## config.mk

```make
export PLATFORM = sky130hd
export DESIGN_NAME = readout_timing_ctrl
export DESIGN_NICKNAME = d
export VERILOG_FILES = /design/src/rtc_pkg.sv /design/src/rtc_pulse_gen.sv /design/src/readout_timing_ctrl.sv
export SDC_FILE = /design/constraint.sdc
export NUM_CORES = 1
export LEC_CHECK = 0
export BUFFER_PORTS_ARGS = -buffer_cell sky130_fd_sc_hd__buf_4
export CAP_MARGIN = 5
export CORE_UTILIZATION = 50
export CTS_CLUSTER_DIAMETER = 100
export DETAILED_ROUTE_END_ITERATION = 6
export PLACE_DENSITY_LB_ADDON = 0.1
export SLEW_MARGIN = 20
export SYNTH_ARGS = -nofsm -noshare
export SYNTH_HDL_FRONTEND = slang
export SYNTH_HIERARCHICAL = 1
export SYNTH_SLANG_ARGS = --single-unit
```

## constraint.sdc

```tcl
create_clock -name sys_clk -period 3.1 [get_ports sys_clk]
set_clock_uncertainty 0.15 [all_clocks]
set_input_delay 0.62 -clock sys_clk [delete_from_list [all_inputs] [get_ports sys_clk]]
set_output_delay 0.62 -clock sys_clk [all_outputs]
set_load 0.03 [all_outputs]
```

## src/rtc_pkg.sv

```systemverilog
// Package: register map, field layout and encodings for readout timing control
package rtc_pkg;
   localparam logic [7:0] ADDR_MARKER_WIDTH = 8'h56;
   localparam logic [7:0] ADDR_SCAN_CTRL = 8'h57;
   localparam logic [7:0] ADDR_SHS_WIDTH = 8'h5F;
   localparam logic [7:0] ADDR_SHR_WIDTH = 8'h60;

   localparam logic [7:0] RST_MARKER_WIDTH = 8'h0E;
   localparam logic [7:0] RST_SCAN_CTRL = 8'h04;
   localparam logic [7:0] RST_SHS_WIDTH = 8'h0A;
   localparam logic [7:0] RST_SHR_WIDTH = 8'h0A;

   localparam logic [7:0] MASK_MARKER_WIDTH = 8'h0F;
   localparam logic [7:0] MASK_SCAN_CTRL = 8'h0F;
   localparam logic [7:0] MASK_SAMPLE_WIDTH = 8'h3F;

   localparam int FRAME_LEN_LSB = 2;
   localparam int ROW_LEN_LSB = 0;
   localparam int BIT_COL_REVERSE = 0;
   localparam int BIT_ROW_REVERSE = 1;
   localparam int BIT_COL_GRAY = 2;
   localparam int BIT_ROW_GRAY = 3;

   localparam int SAMPLE_W = 6;
   localparam int WIDTH_CNT_W = 7;

   typedef enum logic [1:0]
   {
      LEN_ONE = 2'b00,
      LEN_EIGHT = 2'b01,
      LEN_SIXTYFOUR = 2'b10,
      LEN_FULL_ROW = 2'b11
   } rtc_len_t;

   localparam logic [WIDTH_CNT_W-1:0] LEN_ONE_CLKS = 7'h01;
   localparam logic [WIDTH_CNT_W-1:0] LEN_EIGHT_CLKS = 7'h08;
   localparam logic [WIDTH_CNT_W-1:0] LEN_SIXTYFOUR_CLKS = 7'h40;

   // First member is the MSB, so bit 0 of the register is listed last
   typedef struct packed
   {
      logic rowGray;
      logic colGray;
      logic rowReverse;
      logic colReverse;
   } rtc_scan_t;

   typedef struct packed
   {
      logic wrEn;
      logic [7:0] addr;
      logic [7:0] wrData;
   } rtc_reg_req_t;
endpackage

```

## src/rtc_pulse_gen.sv

```systemverilog
// Pulse stretcher: one start strobe gives a pulse of a programmed width
`timescale 1ns/1ps
module rtc_pulse_gen
   import rtc_pkg::*;
#(
   parameter int CNT_W = WIDTH_CNT_W
)
(
   // Clock and reset
   input wire logic sys_clk,
   input wire logic rst,
   // Control
   input wire logic start,
   input wire logic holdMode,
   input wire logic holdEnd,
   input wire logic [CNT_W-1:0] width,
   // Pulse
   output logic pulse
);
   logic [CNT_W-1:0] remain;

   // In hold mode the pulse lasts until holdEnd, ignoring the count
   always_ff @(posedge sys_clk)
   begin
      if (rst)
      begin
         remain <= '0;
         pulse <= 1'b0;
      end
      else if (start)
      begin
         remain <= width - CNT_W'(1);
         pulse <= 1'b1;
      end
      else if (holdMode)
      begin
         if (holdEnd)
            pulse <= 1'b0;
      end
      else if (remain != '0)
         remain <= remain - CNT_W'(1);
      else
         pulse <= 1'b0;
   end
endmodule

```

## src/readout_timing_ctrl.sv

```systemverilog
// Readout timing control: marker widths, address coding and sample widths
`timescale 1ns/1ps
// Operation
// RL1: Frame-start marker width from bits 3-2: 1, 8, 64 clocks or a full row.
// RL2: Row-valid marker width from bits 1-0 with the same coding, reset 10.
// RL3: Readout control bit 0 reverses column readout, reset 0.
// RL4: Readout control bit 1 reverses row readout, top to bottom when set.
// RL5: Readout control bit 2 selects Gray column addresses, reset 1.
// RL6: Readout control bit 3 selects Gray row addresses, else binary.
// RL7: Signal-sample pulse is field value clocks wide, zero meaning 64.
// RL8: Both sample widths reset to ten clocks field value 001010.
// RL9: Reset-sample width lives at 60h with the same coding, default 0A.
// RL10: By default frame-start spans a full row, row-valid 64 clocks.
// RL11: Unused upper bits ignore writes and read back as zero.
module readout_timing_ctrl
   import rtc_pkg::*;
#(
   parameter int COL_W = 11,
   parameter int ROW_W = 11
)
(
   // Clock and reset
   input wire logic sys_clk,
   input wire logic rst,
   // Register port from the serial control slave
   input wire rtc_reg_req_t regReq,
   output logic [7:0] regRdData,
   // Timing events from the sequencer
   input wire logic frameStart,
   input wire logic rowStart,
   input wire logic rowEnd,
   input wire logic sampleSigStart,
   input wire logic sampleRstStart,
   // Logical scan position
   input wire logic [COL_W-1:0] colIndex,
   input wire logic [ROW_W-1:0] rowIndex,
   input wire logic [COL_W-1:0] colLast,
   input wire logic [ROW_W-1:0] rowLast,
   // Outputs
   output logic frame_start_marker,
   output logic row_valid_marker,
   output logic sampleSigPulse,
   output logic sampleRstPulse,
   output logic [COL_W-1:0] colAddr,
   output logic [ROW_W-1:0] rowAddr
);
   logic [3:0] markerWidth;
   rtc_scan_t scanCtrl;
   logic [SAMPLE_W-1:0] shsWidth;
   logic [SAMPLE_W-1:0] shrWidth;
   logic [COL_W-1:0] next_colAddr;
   logic [ROW_W-1:0] next_rowAddr;

   function automatic logic [WIDTH_CNT_W-1:0] len_clks(input logic [1:0] code);
      case (rtc_len_t'(code))
         LEN_ONE: len_clks = LEN_ONE_CLKS;
         LEN_EIGHT: len_clks = LEN_EIGHT_CLKS;
         LEN_SIXTYFOUR: len_clks = LEN_SIXTYFOUR_CLKS;
         default: len_clks = LEN_ONE_CLKS;
      endcase
   endfunction

   // One write decode shared by every register
   function automatic logic wr_hit(input rtc_reg_req_t r,
      input logic [7:0] a);
      wr_hit = r.wrEn && (r.addr == a);
   endfunction

   // Zero encodes the longest width, 64 clocks
   function automatic logic [WIDTH_CNT_W-1:0] sample_clks(
      input logic [SAMPLE_W-1:0] v);
      sample_clks = (v == '0) ? LEN_SIXTYFOUR_CLKS : {1'b0, v};
   endfunction

   // Writes: upper bits masked off so they never store
   always_ff @(posedge sys_clk)
   begin
      if (rst)
         markerWidth <= RST_MARKER_WIDTH[3:0]; // RL10
      else if (wr_hit(regReq, ADDR_MARKER_WIDTH))
         markerWidth <= regReq.wrData[3:0] & MASK_MARKER_WIDTH[3:0]; // RL11
   end

   always_ff @(posedge sys_clk)
   begin
      if (rst)
         scanCtrl <= RST_SCAN_CTRL[3:0]; // RL5
      else if (wr_hit(regReq, ADDR_SCAN_CTRL))
         scanCtrl <= regReq.wrData[3:0] & MASK_SCAN_CTRL[3:0]; // RL11
   end

   always_ff @(posedge sys_clk)
   begin
      if (rst)
      begin
         shsWidth <= RST_SHS_WIDTH[SAMPLE_W-1:0]; // RL8
         shrWidth <= RST_SHR_WIDTH[SAMPLE_W-1:0]; // RL9
      end
      else if (wr_hit(regReq, ADDR_SHS_WIDTH))
         shsWidth <= regReq.wrData[SAMPLE_W-1:0];
      else if (wr_hit(regReq, ADDR_SHR_WIDTH))
         shrWidth <= regReq.wrData[SAMPLE_W-1:0]; // RL9
   end

   // Read data registered; unmapped addresses and unused bits read zero
   always_ff @(posedge sys_clk)
   begin
      if (rst)
         regRdData <= 8'h00;
      else
         case (regReq.addr)
            ADDR_MARKER_WIDTH: regRdData <= {4'h0, markerWidth}; // RL11
            ADDR_SCAN_CTRL: regRdData <= {4'h0, scanCtrl}; // RL11
            ADDR_SHS_WIDTH: regRdData <= {2'h0, shsWidth};
            ADDR_SHR_WIDTH: regRdData <= {2'h0, shrWidth};
            default: regRdData <= 8'h00;
         endcase
   end

   // Full-row mode holds the marker until the row ends
   rtc_pulse_gen u_frame_pulse (
      .sys_clk(sys_clk),
      .rst(rst),
      .start(frameStart),
      .holdMode(markerWidth[FRAME_LEN_LSB +: 2] == LEN_FULL_ROW), // RL1
      .holdEnd(rowEnd),
      .width(len_clks(markerWidth[FRAME_LEN_LSB +: 2])), // RL1
      .pulse(frame_start_marker)
   );

   rtc_pulse_gen u_row_pulse (
      .sys_clk(sys_clk),
      .rst(rst),
      .start(rowStart),
      .holdMode(markerWidth[ROW_LEN_LSB +: 2] == LEN_FULL_ROW), // RL2
      .holdEnd(rowEnd),
      .width(len_clks(markerWidth[ROW_LEN_LSB +: 2])), // RL2
      .pulse(row_valid_marker)
   );

   rtc_pulse_gen u_shs_pulse (
      .sys_clk(sys_clk),
      .rst(rst),
      .start(sampleSigStart),
      .holdMode(1'b0),
      .holdEnd(1'b0),
      .width(sample_clks(shsWidth)), // RL7
      .pulse(sampleSigPulse)
   );

   rtc_pulse_gen u_shr_pulse (
      .sys_clk(sys_clk),
      .rst(rst),
      .start(sampleRstStart),
      .holdMode(1'b0),
      .holdEnd(1'b0),
      .width(sample_clks(shrWidth)), // RL9
      .pulse(sampleRstPulse)
   );

   // Direction then coding; reversal mirrors against the last index
   always_comb
   begin
      next_colAddr = scanCtrl.colReverse ? colLast - colIndex : colIndex; // RL3
      next_rowAddr = scanCtrl.rowReverse ? rowLast - rowIndex : rowIndex; // RL4
      if (scanCtrl.colGray)
         next_colAddr = next_colAddr ^ (next_colAddr >> 1); // RL5
      if (scanCtrl.rowGray)
         next_rowAddr = next_rowAddr ^ (next_rowAddr >> 1); // RL6
   end

   always_ff @(posedge sys_clk)
   begin
      if (rst)
      begin
         colAddr <= '0;
         rowAddr <= '0;
      end
      else
      begin
         colAddr <= next_colAddr;
         rowAddr <= next_rowAddr;
      end
   end
endmodule

```

# == Yosys cells after proc, flatten, opt, wreduce, memory -nomap -nowiden ==
# Cells that the tools add are included.
# word_totals
reg_bits,82
latch_bits,0
ramBits,0
mem_bits_ro,0
input_bits,68
output_inout_bits,34
elab_cells,98
memories,0
# classes
n_addsub,10
multipliers,0
n_div,0
magnitude_cmp,0
n_eq_ne,18
shift,0
mux,30
bitwise,3
n_reduce_logical,19
# ops
op,n
$mux W7,12
$sub A7 B1 Y7 const B,8
$mux W11,4
$eq A8 B7 Y1 const B,4
$pmux W7 S2,2
$reduce_bool A7 Y1,4
$pmux W6 S4,1
$sub A11 B11 Y11,2
$xor A11 B10 Y11,2
$logic_not A6 Y1,2
$mux W1,11
$reduce_and A2 Y1,5
$eq A2 B2 Y1 const B,4
$ne A2 B2 Y1 const B,4
$reduce_bool A2 Y1,4
$ne A3 B2 Y1 const B,2
$ne A3 B3 Y1 const B,2
$eq A2 B1 Y1 const B,2
$logic_and A1 B1 Y1,4
$not A1 Y1,1

# == Logic depth before layout (Yosys ltp) ==
# logic_depth
ltp_word,4
ltp_mapped,9
depth_no_buf,9

# == Modules after synthesis ==
# The synthesis kept the hierarchy.
# by_module_without_submodules
mod,n_inst,cells_each,area_per_inst_um2,seq_area_each_um2
readout_timing_ctrl,1,462,3579.7,960.9
rtc_pulse_gen,4,72,640.6,160.2

# == Worst setup path before layout ==
# OpenSTA, ideal clock, no wires.
# synth_timing
path_kind,input to register
startpoint,in rowLast[0]
endpoint,reg rowAddr[9]
setup_ns,0.072
arrival_ns,2.373
required_time_ns,2.878
setup_slack_ns,0.506
cell_stages,9
n_path_buf,0
path_cell_list,inv_1 ha_1 fa_1 nor2b_4 o31a_1 nor2_1 o311ai_2 mux2i_1 mux2i_1
# synth_via
elab_chain_len,4
# synth_rtl
element,line,rtl
from (decl),readout_timing_ctrl.sv:38,"input wire logic [ROW_W-1:0] rowLast,"
$sub A11 B11 Y11 *,readout_timing_ctrl.sv:165,next_rowAddr = scanCtrl.rowReverse ? rowLast - rowIndex : rowIndex;
$mux W11 *,readout_timing_ctrl.sv:165,
$xor A11 B10 Y11,readout_timing_ctrl.sv:169,next_rowAddr = next_rowAddr ^ (next_rowAddr >> 1);
$mux W11 *,readout_timing_ctrl.sv:168,if (scanCtrl.rowGray)
to (signal assigned),readout_timing_ctrl.sv:182,rowAddr <= next_rowAddr;
to (decl),readout_timing_ctrl.sv:45,output logic [ROW_W-1:0] rowAddr
# Every way passes the cells marked *; elsewhere a longest branch is shown, timed or not.
# A chain may end at the register's enable or synchronous reset.

# == Worst setup path in the final report ==
# layout_timing
startpoint,in rowIndex[0]
endpoint,reg rowAddr[9]
# layout_via
elab_chain_len,4
# layout_rtl
element,line,rtl
from (decl),readout_timing_ctrl.sv:36,"input wire logic [ROW_W-1:0] rowIndex,"
$sub A11 B11 Y11 *,readout_timing_ctrl.sv:165,
$mux W11 *,readout_timing_ctrl.sv:165,
$xor A11 B10 Y11,readout_timing_ctrl.sv:169,
$mux W11 *,readout_timing_ctrl.sv:168,
# Marked as above.

==> run summary <==
Hold Vio Cnt, Final -> 0
FF-to-FF Start -> scanCtrl[1]
Required @ worst endpoint -> 3.23 ns
DP Area -> 7040 sq um
Max Slew Vio Count -> 0
Fraction of layout cells with a size suffix above 1 -> 0.210
Most frequent cells in the layout -> buf_4, dfxtp_1, a21oi_1
Reg2reg end -> rowAddr[9]
I/O pin cnt -> 102
Slew HR -> 0.563
Setup ws final -> 0.441 ns
Layout Cells excl Fill -> 1014
Worst Tran Pin Value -> 0.651 ns
Post-CTS Resized -> 0
Clock buffer count from CTS -> 9
RSZ-0062 raised after global routing -> false
Kind of cell adding the most delay to the critical path -> adder cells
Final GP Congestion -> 0.845
Largest net degree at the start of global routing -> 36
Antenna Nets Post-Route -> 0
Root buffer cell -> clkbuf_16
Hold Path Depth -> 2
Power, Total -> 2.95 mW
Post-Syn Area -> 6140 sq um
Congestion Overflow GR -> 0
Initial antenna violation count -> 0
Core area -> 12000 sq um
Nets -> 962
Crit path top cell by count -> mux2i_1
Worst setup EP type -> flip-flop
First-pass GRT wire length -> 25.4 mm
DP HPWL -> 11.3 mm
Slowest CP cell -> fa_1
Max H-tree Level -> 3
Synth Instances -> 750
Via density -> 5.85
Post-CTS Setup Inserts -> 0
Crit-path cells -> buf_4 > ha_1 > fa_1 > nor2b_4 > o31a_1 > nor2_1 > o311ai_2 > mux2i_1 > mux2i_1
# DRC -> 0
CTS tree -> built
Commonest non-fill, non-tap cell in the layout -> buf_4
Critical path launch point type -> input pin
Total track usage -> 0.244
Via total after detailed routing -> 5929
Number of detailed-route iterations in the first pass -> 5
Fin Setup TNS -> 0 ns
Number of fill cells -> 1082
Final instance area -> 7340 sq um
Arr. time, crit path -> 2.78 ns
# diodes -> 0
Num rows -> 40
Final core utilization -> 0.611
Crit path time final -> 2.66 ns
Post-synthesis simple-gate area fraction -> 0.294
Multiplexer area fraction after synthesis -> 0.0550
Post-synthesis compound-gate area fraction -> 0.230
Die X -> 113 um
CTS Sinks -> 80
Port Buffers -> 97
Area grow syn2layout -> 19.6%
Clk Latency, worst-skew pair -> 0.35 ns
CP Class -> in2reg
Period utilization -> 0.858
Vias in the first global route -> 5412
Post-Place Cells -> 998
Worst reg-to-reg setup slack -> 0.91 ns
Leak pwr -> 3.08 nW
Main synth FF type -> dfxtp_1
Storage cell area -> 1600 sq um
Status -> completed
EDFF count, synth -> 0
Synthesized flop and latch total -> 80
Starting Density -> 0.511
P per Cell Area -> 402 nW/um^2
Slowest cell delay on critical path -> 0.43 ns
Unique masters post-synth -> 68
DR WL/cell -> 15.2 um
Die area -> 12700 sq um
WP buf/inv -> 1
Sequential-to-total area share from yosys stat -> 0.261
Max-cap violations -> 0
Post-Synth Adder-Cell Area -> 0.0676
Hold endpoint -> u_frame_pulse/pulse
Area of the multi-input gates -> 4310 sq um
Worst hold path class -> reg2reg
Setup violators final -> 0
Reg2reg path depth -> 7
Avg Cell Area, Syn -> 8.19 sq um
Die span in y -> 113 um
Clock-pin slew on the worst setup and hold paths -> 0.06 ns
Yosys warns -> 6
Post-Route WL -> 15.4 mm
Maximum vdd drop -> 0.000257 V
Max frequency -> 376 MHz
Hold buffers post-CTS -> 0
Largest family of logic cells by synthesized area -> simple AND/OR/NAND/NOR gates
Worst hold slack -> 0.325 ns
Dpl ws -> 0.0940 ns
CP Max Fanout -> 5
Number of DRC markers in iteration 0 -> 351
Synth Area in XOR/XNOR -> 0.0285
FFs w/ async S/R, synth -> 0
Clock Path Buffers -> 2
Hold Path Origin -> u_frame_pulse/pulse
-- tightest hold or removal path, stage by stage, from the launching register on --
cell and delay, ns:
dfxtp_1 0.30, o21ai_0 0.06, a21oi_1 0.06
-- Yosys cell counts, drive strengths merged (10+ instances only) --
library cell  number  area, sq um
clkbuf            20         75.1
ha                30          375
a21o              12         90.1
inv               39          146
nor3b             18          175
a211oi            17          158
a31oi             14          100
nor2              31          116
nand2b            15         93.8
dfxtp             80         1600
mux2i             27          270
nor3              56          320
nand3             41          205
nand2             51          191
o21ai             26          130
xnor2             19          166
or3               16          100
buf               26          155
nor4              10          144
a21oi             66          345
-- flip-flops by register name, summed over array words and instances (netlist names) --
signal,flops
colAddr,11
markerWidth,4
regRdData,6
rowAddr,11
scanCtrl,4
shrWidth,6
shsWidth,6
u_frame_pulse/pulse,1
u_frame_pulse/remain,7
u_row_pulse/pulse,1
u_row_pulse/remain,7
u_shr_pulse/pulse,1
u_shr_pulse/remain,7
u_shs_pulse/pulse,1
u_shs_pulse/remain,7
-- area by class of cell --
cell class	instances	share of cell area
clock inverters	6	0.00920
multi-input cells	624	0.587
flip-flops and latches	80	0.218
well taps	147	0.0250
repair buffers	104	0.106
inverters	43	0.0220
clock buffers	10	0.0325
-- where the power goes --
| part | leakage [nW] | internal [mW] | switching, mW |
|---|---|---|---|
| combinational | 2.27 | 0.311 | 0.381 |
| sequential | 0.658 | 1.08 | 0.0597 |
| clock | 0.145 | 0.649 | 0.469 |
-- logic make-up after synthesis --
| kind of cell | after synthesis |
|---|---|
| compound gates | 196 |
| flops | 80 |
| mux | 33 |
| other cells | 1 |
| buf+inv | 89 |
| fa+ha+maj | 32 |
| xor+xnor | 20 |
| simple gates | 299 |
-- how the worst max path moves through the flow --
stage / startpoint / to / cells after the start
floorplan: rowLast[0] / rowAddr[9] / 9
global placement: rowIndex[0] / rowAddr[9] / 9
detailed placement: rowIndex[0] / rowAddr[9] / 9
CTS: rowIndex[0] / rowAddr[9] / 9
global route: rowIndex[0] / rowAddr[9] / 9
finish: rowIndex[0] / rowAddr[9] / 9
-- metal layers --
layer,track usage,vias to the layer above,part of all wire
li1,-,2970,-
met1,0.300,2800,0.44
met2,0.433,144,0.50
met3,0.0498,15,0.047
met4,0.0676,0,0.012
met5,0,-,0
No activity file was read; power rests on OpenSTA's default activity.
